--- config.mk ---
export PLATFORM = sky130hd
export DESIGN_NAME = vbad_decoder
export DESIGN_NICKNAME = d
export VERILOG_FILES = /design/src/vbad_decoder_note_unused.sv /design/src/vbad_pkg.sv /design/src/vbad_sync.sv /design/src/vbad_decoder.sv
export SDC_FILE = /design/constraint.sdc
export NUM_CORES = 1
export LEC_CHECK = 0
export BUFFER_PORTS_ARGS = -buffer_cell sky130_fd_sc_hd__buf_4
export CAP_MARGIN = 20
export CORE_MARGIN = 3
export CORE_UTILIZATION = 45
export CTS_BUF_LIST = sky130_fd_sc_hd__clkbuf_16
export DETAILED_ROUTE_END_ITERATION = 8
export GPL_TIMING_DRIVEN = 0
export PLACE_DENSITY = 0.74
export REMOVE_ABC_BUFFERS = 1
export SKIP_CTS_REPAIR_TIMING = 1
export SLEW_MARGIN = 20
export SYNTH_ARGS = -nofsm -noshare
export SYNTH_HDL_FRONTEND = slang
export SYNTH_HIERARCHICAL = 1
export SYNTH_SLANG_ARGS = --single-unit
--- constraint.sdc ---
create_clock -name mclk -period 3.2 [get_ports mclk]
set_input_delay 0.64 -clock mclk [delete_from_list [all_inputs] [get_ports mclk]]
set_output_delay 0.64 -clock mclk [all_outputs]
set_load 0.1 [all_outputs]
--- src/vbad_decoder_note_unused.sv ---
// Spare file, no logic

--- src/vbad_pkg.sv ---
// Constants and types shared by the base address decoder files
package vbad_pkg;

    // ------------------------------------------------------------
    // Window geometry
    // ------------------------------------------------------------
    localparam int ADDR_W = 32;
    localparam int OFFS_W = 24;
    localparam logic [23:0] OFFS_MASK = 24'hffffff;
    localparam int SW_HI_MSB = 31;
    localparam int SW_HI_LSB = 28;
    localparam int SW_LO_MSB = 27;
    localparam int SW_LO_LSB = 24;
    localparam int GEO_MSB = 28;
    localparam int GEO_LSB = 24;
    localparam logic [31:0] FACTORY_BASE = 32'h38000000;

    // ------------------------------------------------------------
    // Address modifiers that mark an A32 access
    // ------------------------------------------------------------
    localparam logic [5:0] AM_A32_MBLT_U = 6'h08;
    localparam logic [5:0] AM_A32_DATA_U = 6'h09;
    localparam logic [5:0] AM_A32_PROG_U = 6'h0a;
    localparam logic [5:0] AM_A32_BLT_U = 6'h0b;
    localparam logic [5:0] AM_A32_MBLT_S = 6'h0c;
    localparam logic [5:0] AM_A32_DATA_S = 6'h0d;
    localparam logic [5:0] AM_A32_PROG_S = 6'h0e;
    localparam logic [5:0] AM_A32_BLT_S = 6'h0f;

    // ------------------------------------------------------------
    // Key addresses
    // ------------------------------------------------------------
    localparam int KEY_N = 12;
    localparam logic [23:0] KEY_FIRST = 24'h000400;
    localparam logic [23:0] KEY_LAST = 24'h00042c;

    // ------------------------------------------------------------
    // Avalon register byte offsets and fields
    // ------------------------------------------------------------
    localparam logic [7:0] REG_STATUS = 8'h00;
    localparam logic [7:0] REG_CONTROL = 8'h04;
    localparam logic [7:0] REG_LAST_ADDR = 8'h08;
    localparam logic [7:0] REG_HIT_COUNT = 8'h0c;
    localparam logic [7:0] REG_KEY_SEEN = 8'h10;
    localparam logic [31:0] CONTROL_RST = 32'h00000001;
    localparam int CTL_ENABLE = 0;

    typedef enum {
        VBAD_IDLE,
        VBAD_LOCAL,
        VBAD_ACK,
        VBAD_SKIP
    } vbad_state_t;

endpackage

--- src/vbad_sync.sv ---
// Two-stage synchroniser for backplane and jumper inputs
`timescale 1ns/100ps
module vbad_sync #(
    parameter int WIDTH = 1,
    parameter logic [WIDTH-1:0] RST_VAL = '0
) (
    // Clock and reset
    input wire logic mclk,
    input wire logic reset,
    // Asynchronous level in, synchronous level out
    input wire logic [WIDTH-1:0] async_in,
    output logic [WIDTH-1:0] sync_out
);

    typedef struct packed {
        logic [WIDTH-1:0] meta;
        logic [WIDTH-1:0] stable;
    } vbad_sync_t;

    vbad_sync_t st_ff;
    vbad_sync_t nxt_st;

    always_comb
    begin
        nxt_st.meta = async_in;
        nxt_st.stable = st_ff.meta;
    end

    always_ff @(posedge mclk)
    begin
        if (reset)
        begin
            st_ff.meta <= RST_VAL;
            st_ff.stable <= RST_VAL;
        end
        else
        begin
            st_ff <= nxt_st;
        end
    end

    assign sync_out = st_ff.stable;

endmodule

--- src/vbad_decoder.sv ---
// Backplane base address decoder with Avalon-MM status and control
//
// Contract
// Only A32 cycles are claimed, in one 16 MByte window, low 24 bits are the offset.
// With the wide addressing jumper open nothing is decoded in any mode.
// Wide jumper closed and slot jumper open compares against the rotary switches.
// Both jumpers closed compares against the backplane geographical address.
// Switch mode matches bits 31..28 to the high switch and 27..24 to the low one.
// Slot mode matches bits 28..24 to the geographical lines, 31..29 are ignored.
// A jumper reads 0 when open and 1 when closed.
// The size jumper reports 64 MByte when open and 512 MByte when closed.
// Factory setting switches 3 and 8, wide closed, slot open, gives 0x38000000.
// Switch mode uses no geographical backplane signal at all.
// A write of any data to a key address fires its action and stores nothing.
// The cycle is answered only for an A32 modifier and a matching base.
`timescale 1ns/100ps
module vbad_decoder (
    // Clock and reset
    input wire logic mclk,
    input wire logic reset,
    // Backplane cycle inputs
    input wire logic [31:0] vme_addr,
    input wire logic [5:0] vme_am,
    input wire logic vme_as_n,
    input wire logic vme_ds_n,
    input wire logic vme_write_n,
    input wire logic [4:0] vme_ga_n,
    // Backplane data and acknowledge, open drain style
    input wire logic [31:0] vme_data_i,
    output logic [31:0] vme_data_o,
    output logic vme_data_oe_n,
    output logic vme_dtack_o,
    output logic vme_dtack_oe_n,
    // Board straps
    input wire logic wide_addressing_jumper,
    input wire logic slot_addressing_jumper,
    input wire logic mem_size_jumper,
    input wire logic [3:0] high_nibble_rotary_switch,
    input wire logic [3:0] low_nibble_rotary_switch,
    // Local side towards the internal register map
    output logic local_start,
    output logic local_write,
    output logic [23:0] local_offset,
    output logic [31:0] local_wdata,
    input wire logic local_done,
    input wire logic [31:0] local_rdata,
    output logic [11:0] key_pulse,
    output logic mem_512mb,
    // Avalon-MM slave
    input wire logic [7:0] avs_address,
    input wire logic avs_read,
    input wire logic avs_write,
    input wire logic [31:0] avs_writedata,
    input wire logic [3:0] avs_byteenable,
    output logic [31:0] avs_readdata,
    output logic avs_waitrequest
);

    // ------------------------------------------------------------
    // Input synchronisation
    // ------------------------------------------------------------
    localparam int SYNC_W = 94;
    logic [SYNC_W-1:0] raw_in;
    logic [SYNC_W-1:0] syn;
    logic [31:0] vme_data_i_s;
    logic [31:0] s_addr;
    logic [5:0] s_am;
    logic s_as_n;
    logic s_ds_n;
    logic s_write_n;
    logic [4:0] s_ga;
    logic s_wide;
    logic s_slot;
    logic s_size;
    logic [3:0] s_sw_hi;
    logic [3:0] s_sw_lo;

    // Strobes idle high so no cycle is seen during reset
    localparam logic [SYNC_W-1:0] SYNC_RST = {32'h00000000, 32'h00000000,
        6'h00, 3'h7, 5'h1f, 3'h0, 8'h00, 5'h00};

    assign raw_in = {vme_data_i, vme_addr, vme_am, vme_as_n, vme_ds_n,
        vme_write_n, vme_ga_n, wide_addressing_jumper, slot_addressing_jumper,
        mem_size_jumper, high_nibble_rotary_switch,
        low_nibble_rotary_switch, 5'h00};

    vbad_sync #(
        .WIDTH(SYNC_W),
        .RST_VAL(SYNC_RST)
    ) u_sync (
        .mclk(mclk),
        .reset(reset),
        .async_in(raw_in),
        .sync_out(syn)
    );

    assign vme_data_i_s = syn[93:62];
    assign s_addr = syn[61:30];
    assign s_am = syn[29:24];
    assign s_as_n = syn[23];
    assign s_ds_n = syn[22];
    assign s_write_n = syn[21];
    // Geographical lines are active low on the backplane
    assign s_ga = ~syn[20:16];
    // Closed jumper pulls the pin high, so it reads as 1
    assign s_wide = syn[15];
    assign s_slot = syn[14];
    assign s_size = syn[13];
    assign s_sw_hi = syn[12:9];
    assign s_sw_lo = syn[8:5];

    // ------------------------------------------------------------
    // Decode helpers
    // ------------------------------------------------------------
    function automatic logic is_a32_am(input logic [5:0] am);
        case (am)
            vbad_pkg::AM_A32_MBLT_U,
            vbad_pkg::AM_A32_DATA_U,
            vbad_pkg::AM_A32_PROG_U,
            vbad_pkg::AM_A32_BLT_U,
            vbad_pkg::AM_A32_MBLT_S,
            vbad_pkg::AM_A32_DATA_S,
            vbad_pkg::AM_A32_PROG_S,
            vbad_pkg::AM_A32_BLT_S: is_a32_am = 1'b1;
            default: is_a32_am = 1'b0;
        endcase
    endfunction

    function automatic logic is_key(input logic [23:0] offs);
        is_key = offs >= vbad_pkg::KEY_FIRST && offs <= vbad_pkg::KEY_LAST &&
            offs[1:0] == 2'b00;
    endfunction

    function automatic logic [11:0] key_onehot(input logic [23:0] offs);
        logic [23:0] idx;
        idx = (offs - vbad_pkg::KEY_FIRST) >> 2;
        key_onehot = 12'h001 << idx[3:0];
    endfunction

    // ------------------------------------------------------------
    // Base address compare
    // ------------------------------------------------------------
    logic sw_match;
    logic geo_match;
    logic base_match;
    logic a32_ok;

    // Rotary switches only, no geographical backplane lines involved
    assign sw_match = s_addr[vbad_pkg::SW_HI_MSB:vbad_pkg::SW_HI_LSB]
        == s_sw_hi &&
        s_addr[vbad_pkg::SW_LO_MSB:vbad_pkg::SW_LO_LSB] == s_sw_lo;
    // Top three bits are don't care in slot mode
    assign geo_match = s_addr[vbad_pkg::GEO_MSB:vbad_pkg::GEO_LSB]
        == s_ga;

    always_comb
    begin
        case ({s_wide, s_slot})
            2'b10: base_match = sw_match;
            2'b11: base_match = geo_match;
            default: base_match = 1'b0;
        endcase
    end

    assign a32_ok = is_a32_am(s_am);

    // ------------------------------------------------------------
    // State
    // ------------------------------------------------------------
    typedef struct packed {
        vbad_pkg::vbad_state_t state;
        logic [23:0] offset;
        logic wr;
        logic [31:0] wdata;
        logic [31:0] rdata;
        logic start;
        logic [11:0] key;
        logic dtack;
        logic drive;
        logic [31:0] control;
        logic [31:0] last_addr;
        logic [31:0] hits;
        logic [11:0] key_seen;
        logic av_ack;
        logic [31:0] av_rdata;
    } vbad_st_t;

    vbad_st_t st_ff;
    vbad_st_t nxt_st;

    logic av_req;
    logic [31:0] be_mask;
    logic [11:0] key_hit;
    logic [31:0] status_word;

    assign av_req = avs_read | avs_write;
    assign be_mask = {{8{avs_byteenable[3]}}, {8{avs_byteenable[2]}},
        {8{avs_byteenable[1]}}, {8{avs_byteenable[0]}}};
    assign status_word = {20'h00000, st_ff.state == vbad_pkg::VBAD_IDLE,
        s_size, s_slot, s_wide, s_sw_hi, s_sw_lo};

    // ------------------------------------------------------------
    // Next state
    // ------------------------------------------------------------
    always_comb
    begin
        nxt_st = st_ff;
        nxt_st.start = 1'b0;
        nxt_st.key = 12'h000;
        key_hit = 12'h000;

        case (st_ff.state)
            vbad_pkg::VBAD_IDLE:
            begin
                nxt_st.dtack = 1'b0;
                nxt_st.drive = 1'b0;
                if (!s_as_n && !s_ds_n)
                begin
                    // Foreign cycles are left alone until strobes drop
                    if (a32_ok && base_match &&
                        st_ff.control[vbad_pkg::CTL_ENABLE])
                    begin
                        nxt_st.offset = s_addr[23:0] &
                            vbad_pkg::OFFS_MASK;
                        nxt_st.wr = !s_write_n;
                        nxt_st.wdata = vme_data_i_s;
                        nxt_st.last_addr = s_addr;
                        nxt_st.hits = st_ff.hits + 32'h00000001;
                        if (!s_write_n && is_key(s_addr[23:0]))
                        begin
                            // Data is ignored, only the action fires
                            key_hit = key_onehot(s_addr[23:0]);
                            nxt_st.key = key_hit;
                            nxt_st.dtack = 1'b1;
                            nxt_st.state = vbad_pkg::VBAD_ACK;
                        end
                        else
                        begin
                            nxt_st.start = 1'b1;
                            nxt_st.state = vbad_pkg::VBAD_LOCAL;
                        end
                    end
                    else
                    begin
                        nxt_st.state = vbad_pkg::VBAD_SKIP;
                    end
                end
            end
            vbad_pkg::VBAD_LOCAL:
            begin
                if (local_done)
                begin
                    nxt_st.rdata = local_rdata;
                    nxt_st.drive = !st_ff.wr;
                    nxt_st.dtack = 1'b1;
                    nxt_st.state = vbad_pkg::VBAD_ACK;
                end
            end
            vbad_pkg::VBAD_ACK:
            begin
                if (s_ds_n)
                begin
                    nxt_st.dtack = 1'b0;
                    nxt_st.drive = 1'b0;
                    nxt_st.state = s_as_n ? vbad_pkg::VBAD_IDLE :
                        vbad_pkg::VBAD_SKIP;
                end
            end
            vbad_pkg::VBAD_SKIP:
            begin
                if (s_as_n)
                begin
                    nxt_st.state = vbad_pkg::VBAD_IDLE;
                end
            end
            default:
            begin
                nxt_st.state = vbad_pkg::VBAD_IDLE;
                nxt_st.dtack = 1'b0;
                nxt_st.drive = 1'b0;
            end
        endcase

        // Avalon slave: one wait state, answer on the second edge
        nxt_st.av_ack = av_req && !st_ff.av_ack;
        if (av_req && !st_ff.av_ack)
        begin
            case (avs_address)
                vbad_pkg::REG_STATUS: nxt_st.av_rdata = status_word;
                vbad_pkg::REG_CONTROL: nxt_st.av_rdata = st_ff.control;
                vbad_pkg::REG_LAST_ADDR: nxt_st.av_rdata = st_ff.last_addr;
                vbad_pkg::REG_HIT_COUNT: nxt_st.av_rdata = st_ff.hits;
                vbad_pkg::REG_KEY_SEEN:
                    nxt_st.av_rdata = {20'h00000, st_ff.key_seen};
                default: nxt_st.av_rdata = 32'h00000000;
            endcase
        end

        if (avs_write && st_ff.av_ack)
        begin
            case (avs_address)
                vbad_pkg::REG_CONTROL:
                    nxt_st.control = (st_ff.control & ~be_mask) |
                        (avs_writedata & be_mask);
                vbad_pkg::REG_HIT_COUNT:
                    nxt_st.hits = 32'h00000000;
                vbad_pkg::REG_KEY_SEEN:
                    nxt_st.key_seen = st_ff.key_seen &
                        ~(avs_writedata[11:0] & be_mask[11:0]);
                default: nxt_st.key_seen = st_ff.key_seen;
            endcase
        end
        // New key hits win over a clear in the same cycle
        nxt_st.key_seen = nxt_st.key_seen | key_hit;
    end

    // ------------------------------------------------------------
    // Registers
    // ------------------------------------------------------------
    always_ff @(posedge mclk)
    begin
        if (reset)
        begin
            st_ff.state <= vbad_pkg::VBAD_IDLE;
            st_ff.offset <= 24'h000000;
            st_ff.wr <= 1'b0;
            st_ff.wdata <= 32'h00000000;
            st_ff.rdata <= 32'h00000000;
            st_ff.start <= 1'b0;
            st_ff.key <= 12'h000;
            st_ff.dtack <= 1'b0;
            st_ff.drive <= 1'b0;
            st_ff.control <= vbad_pkg::CONTROL_RST;
            st_ff.last_addr <= vbad_pkg::FACTORY_BASE;
            st_ff.hits <= 32'h00000000;
            st_ff.key_seen <= 12'h000;
            st_ff.av_ack <= 1'b0;
            st_ff.av_rdata <= 32'h00000000;
        end
        else
        begin
            st_ff <= nxt_st;
        end
    end

    // ------------------------------------------------------------
    // Outputs
    // ------------------------------------------------------------
    assign vme_data_o = st_ff.rdata;
    assign vme_data_oe_n = !st_ff.drive;
    assign vme_dtack_o = 1'b0;
    assign vme_dtack_oe_n = !st_ff.dtack;
    assign local_start = st_ff.start;
    assign local_write = st_ff.wr;
    assign local_offset = st_ff.offset;
    assign local_wdata = st_ff.wdata;
    assign key_pulse = st_ff.key;
    assign mem_512mb = s_size;
    assign avs_readdata = st_ff.av_rdata;
    assign avs_waitrequest = av_req && !st_ff.av_ack;

endmodule

Word-level counts from Yosys, hierarchy flattened

Memory sizes are Yosys's and may differ from the RTL's. A register that Yosys moved wholly into a read port is not among the register bits.
Cells that the tools add are included.

Add/sub/neg operators: 2
Multipliers: 0
Div/mod/pow operators: 0
$lt $le $gt $ge: 2
Equal/unequal tests: 16
Shifts and indexed selects: 1
Muxes and demuxes: 30
Bitwise logic cells: 15
Reduce and logical (&&, ||, !) cells: 28

Operators by type and width:

| operator                                                                           | number |
|---|---|
| 32-bit two-way mux                                                                 | 7 |
| 32-bit one-hot mux with 5 select lines                                             | 1 |
| 32-bit one-hot mux with 4 select lines                                             | 1 |
| 89-bit two-way mux                                                                 | 1 |
| 32-bit bitwise AND                                                                 | 2 |
| 32-bit by 2-bit == test with 1-bit output, second input constant                   | 2 |
| 32-bit zero test                                                                   | 2 |
| 12-bit two-way mux                                                                 | 5 |
| 57-bit two-way mux                                                                 | 1 |
| 44-bit two-way mux                                                                 | 1 |
| 32-bit by 1-bit adder with 32-bit output, second input constant                    | 1 |
| 32-bit by 1-bit == test with 1-bit output, second input constant                   | 1 |
| 32-bit inverter                                                                    | 1 |
| 32-bit OR                                                                          | 1 |
| 12-bit bitwise AND                                                                 | 2 |
| 24-bit by 11-bit >= comparator with 1-bit output, second input constant            | 1 |
| 24-bit by 11-bit less-or-equal comparator with 1-bit output, second input constant | 1 |
| 8-bit by 4-bit == test with 1-bit output, second input constant                    | 2 |
| 12-bit inverter                                                                    | 1 |
| 12-bit OR                                                                          | 1 |
| 1-bit by 4-bit << shifter with 12-bit output, first input constant                 | 1 |
| 2-bit two-way mux                                                                  | 5 |
| 1-bit logical AND                                                                  | 9 |
| 4-bit == test                                                                      | 2 |
| other kinds (22)                                                                   | 42 |

Register bits after elaboration: 465
Latch bits: 0
Bits in writable memories: 0
ROM bits: 16
Output and inout bits: 139
Logic and storage cells: 113
Memories kept: 1

Memory list:

| name             | depth | bits a word | rd ports | clocked after Yosys merged registers in | write ports | RTL line            | text |
|---|---|---|---|---|---|---|---|
| (name not given) | 16    | 1           | 1        | 1                                       | 0           | vbad_decoder.sv:116 | `case (am)` |

Longest topological paths before layout

Depth after elaboration: 11
Gate-level depth with buffers: 9
Mapped depth without buffers: 7

Modules after synthesis

The synthesis kept the hierarchy.

By module, submodules not included:

| module       | times used | cells an instance | area an instance (sq um) | seq. area each (sq um) |
|---|---|---|---|---|
| vbad_decoder | 1          | 1324              | 11187.0                  | 4464.3 |
| vbad_sync    | 1          | 397               | 5069.9                   | 3763.6 |

Least setup slack after synthesis

No wires, ideal clock.

Path type: input port to output port
From: in avs_write
To: out avs_waitrequest
Arrival: 2089 ps
Path slack: 471 ps
Stages: 4
Buffers on the path: 2
Cell sequence: nor2_1 > nor2_1 > clkbuf_1 > buf_1

Longest elaborated chain between the ends: 2

Ends and longest elaborated chain:

| what              | RTL line            | text |
|---|---|---|
| from (decl)       | vbad_decoder.sv:52  | `input wire logic avs_write,` |
| 1-bit OR          | vbad_decoder.sv:196 | `assign av_req = avs_read \| avs_write;` |
| 1-bit logical AND | vbad_decoder.sv:360 | `assign avs_waitrequest = av_req && !st_ff.av_ack;` |
| to (decl)         | vbad_decoder.sv:56  | `output logic avs_waitrequest` |

No other way between the ends.

Worst setup path after layout

From: reg u_sync.st_ff (netlist bit u_sync/sync_out[54])
To: reg st_ff[47] (netlist name)

Longest elaborated chain between the ends: 10
Elaborated cells between the ends (all ways): 11

Ends and longest elaborated chain:

| what                                    | RTL line            | text |
|---|---|---|
| from (decl)                             | vbad_sync.sv:20     | `vbad_sync_t st_ff;` |
| from (signal assigned)                  | vbad_sync.sv:38     | `st_ff <= nxt_st;` |
| 4-bit == test                           | vbad_decoder.sv:151 | `s_addr[vbad_pkg::SW_LO_MSB:vbad_pkg::SW_LO_LSB] == s_sw_lo;` |
| 1-bit logical AND                       | vbad_decoder.sv:150 | `== s_sw_hi &&` |
| 1-bit one-hot mux with 2 select lines * | vbad_decoder.sv:158 | `case ({s_wide, s_slot})` |
| 1-bit logical AND * (2 in series)       | vbad_decoder.sv:220 | `if (a32_ok && base_match &&` |
| 32-bit two-way mux *                    | vbad_decoder.sv:220 |  |
| 32-bit two-way mux *                    | vbad_decoder.sv:217 | `if (!s_as_n && !s_ds_n)` |
| 32-bit two-way mux *                    | vbad_decoder.sv:212 | `case (st_ff.state)` |
| 32-bit two-way mux                      | vbad_decoder.sv:301 | `case (avs_address)` |
| 44-bit two-way mux *                    | vbad_decoder.sv:299 | `if (avs_write && st_ff.av_ack)` |
| to (signal assigned)                    | vbad_decoder.sv:342 | `st_ff <= nxt_st;` |
| to (decl)                               | vbad_decoder.sv:188 | `vbad_st_t st_ff;` |

Mark *: on every way between the ends. The rest lies on a longest branch, timed or not.
A chain may end at the register's enable or synchronous reset.

==> out/qor.yml <==
run_status:
  status: "finished clean"
sta:
  fin_crit_sh: 0.869
  transition_time_at_the_pin_with_the_least_slew_margin_ns: 0.870
  grt_setup_unrepaired: "false"
  clock-skew-final_ns: 0.0211
  period_needed_ns: 2.78
  hold_violations: 0
  timing.hold.ws_ns: 0.274
  max-slew-margin-rel: 0.417
  report.final.setup_viol: 0
  achievable-frequency_mhz: 359
  final-max-slew-violation-count: 0
  postLayoutSetupSlackWorst_ns: 0.418
clocking:
  clock_tree.htree_level_count: 2
  clock-root-buffer: "clkbuf_16"
  clkTransAtPathRegs_ns: 0.06
  numClockSinks: 395
  cts_buffers: 42
  cts_max_path_buffers: 3
  worst_skew_pair.late_latency_ns: 0.54
  tritoncts: "done"
worst_setup_path:
  critPathKind: "reg -> reg"
  cells_along_the_critical_path: "xnor2_1 > nor4_2 > nand3_4 > buf_12 > a21boi_0 > mux2i_1"
  critPathLaunchType: "flop"
  worst_path_max_delay_cell: "nor4_2"
  crit_path_max_fanout: 46
  worst-endpoint-required_ns: 3.67
  critical_path.max_stage_delay_ns: 0.71
  cp.arrival_ns: 3.25
  endpoint_class_of_the_critical_path: "flop"
power_and_ir_drop:
  pwr_per_cell_area_mw_per_mm2: 560
  internal_power_uw: 8020
  total_switching_power_uw: 2570
  clkPwrFrac: 0.439
  static-leakage-power_uw: 0.00751
  combinationalPowerShare: 0.079
  power.sequential.fraction: 0.482
  switching_share: 0.243
  worst_case_vdd_ir_drop_mv: 0.545
drt:
  via_density_per_instance: 5.26
  post-route-drc-count: 0
  routed-via-count: 12000
  dr.first_iter.drc_count: 692
  drtPass1Iterations: 7
  detail-route-antenna-nets: 0
  routed_wl_microns: 40900
  drt-wirelength-per-cell_microns: 17.9
floorplan:
  chipHeight_microns: 194
  core_area_sq_mm: 0.0346
  row_count: 68
  top_level_i_o_count: 309
  design.die.area_sq_mm: 0.0375
  start_util: 0.457
  die-width_microns: 194
final_layout:
  n_antenna_cell: 0
  final_nets: 1975
  finish.instance_area_sq_mm: 0.0189
  drive_gt1_frac: 0.226
  syn_to_final_growth_pct: 19.3
placement:
  gp_congestion: 0.822
  pre_cts_ws_ns: -0.181
  place_area_sq_mm: 0.0175
  detailedPlacementHpwl_microns: 28200
  port-buffer-count: 304
global_route:
  grt_usage: 0.209
  grt_antenna_before_repair: 2
  grt_pass1_wl_microns: 64200
  largest_net_degree_at_the_start_of_global_routing: 119
  global_route.overflow_total: 0
  first_global_vias: 11700
synth:
  post_synth_instance_area_sq_mm: 0.0158
  netlist_instances: 1689
  synth.avg_cell_area_sq_um: 9.38
  synth-warning-count: 6
flow_run:
  maxCapViolations: 0
hold_path:
  hold_path_class: "in -> reg"
-- per-layer routing --
layer,vias to the layer above,GRT usage,wire (microns)
li1,5879,-,-
met1,5674,0.263,17100
met2,405,0.360,19800
met3,66,0.0576,3150
met4,4,0.0496,821
met5,-,0,27
-- final timing paths --
kind / start / endpoint / slack (ns) / cells after the start
hold reg to reg: u_sync/nxt_st[21] / u_sync/sync_out[21] / 0.40 / 1
setup reg to reg: u_sync/sync_out[54] / st_ff[47] / 0.42 / 6
setup / recovery: u_sync/sync_out[54] / st_ff[47] / 0.42 / 6
hold / removal: vme_as_n / u_sync/nxt_st[23] / 0.27 / 2
-- area by class of cell --
cell class / instances / area [sq um]
fill: 3057 / 15700
multi-input combinational: 1016 / 6350
timing repair buffer: 326 / 2680
tap: 455 / 569
inverter: 18 / 67.6
clock buffer: 42 / 1050
sequential: 395 / 7910
clock inverter: 33 / 269
-- registers in the layout, indices dropped and copies added (netlist names), 12 cells and up --
| name | flops |
|---|---|
| u_sync/sync_out | 86 |
| key_pulse | 12 |
| avs_readdata | 32 |
| vme_data_o | 32 |
| local_offset | 23 |
| st_ff | 90 |
| local_wdata | 32 |
| u_sync/nxt_st | 86 |
-- power by group through the flow --
stage,combinational (uW),sequential [uW],clock [uW]
global route,898,5120,4960
CTS,846,5110,4760
detailed placement,845,5220,0
finish,841,5110,4640
floorplan,243,5400,0
global placement,809,5210,0
-- through the flow --
stage	power (uW)	setup TNS, ns	cells	util
2_1_floorplan	5640	-207.99	1429	-
3_3_place_gp	6020	-699.13	2188	0.495
3_5_place_dp	6060	-1.32	2206	0.507
4_1_cts	10700	-2.06	2281	0.545
5_1_grt	11000	0	2285	0.546
6_report	10600	0	2285	0.546
-- placed cells by master (no fill, tap or decap), types with 12 or more instances in the layout --
master	count
buf_4	307
o211a_1	14
nor3_1	23
a21oi_1	148
mux2i_1	87
nor2_1	88
nor2b_1	156
nor4_1	14
o211ai_1	62
nand4_1	15
a211oi_1	25
dfxtp_1	395
nand3_1	82
inv_1	25
clkbuf_16	42
nand2_1	132
a211o_1	16
a222oi_1	12
or2_1	16
nand2b_1	36
-- worst max-delay path, delay by kind of cell, from the launching register on --
kind / cells / cell delay (ns)
AOI/OAI and AO/OA: 1 / 0.24
xor gates and xnor gates: 1 / 0.12
buffers and inverters: 1 / 0.39
DFF: 1 / 0.42
muxes: 1 / 0.21
and+or+nand+nor: 2 / 1.33
No activity file was read; power rests on OpenSTA's default activity.
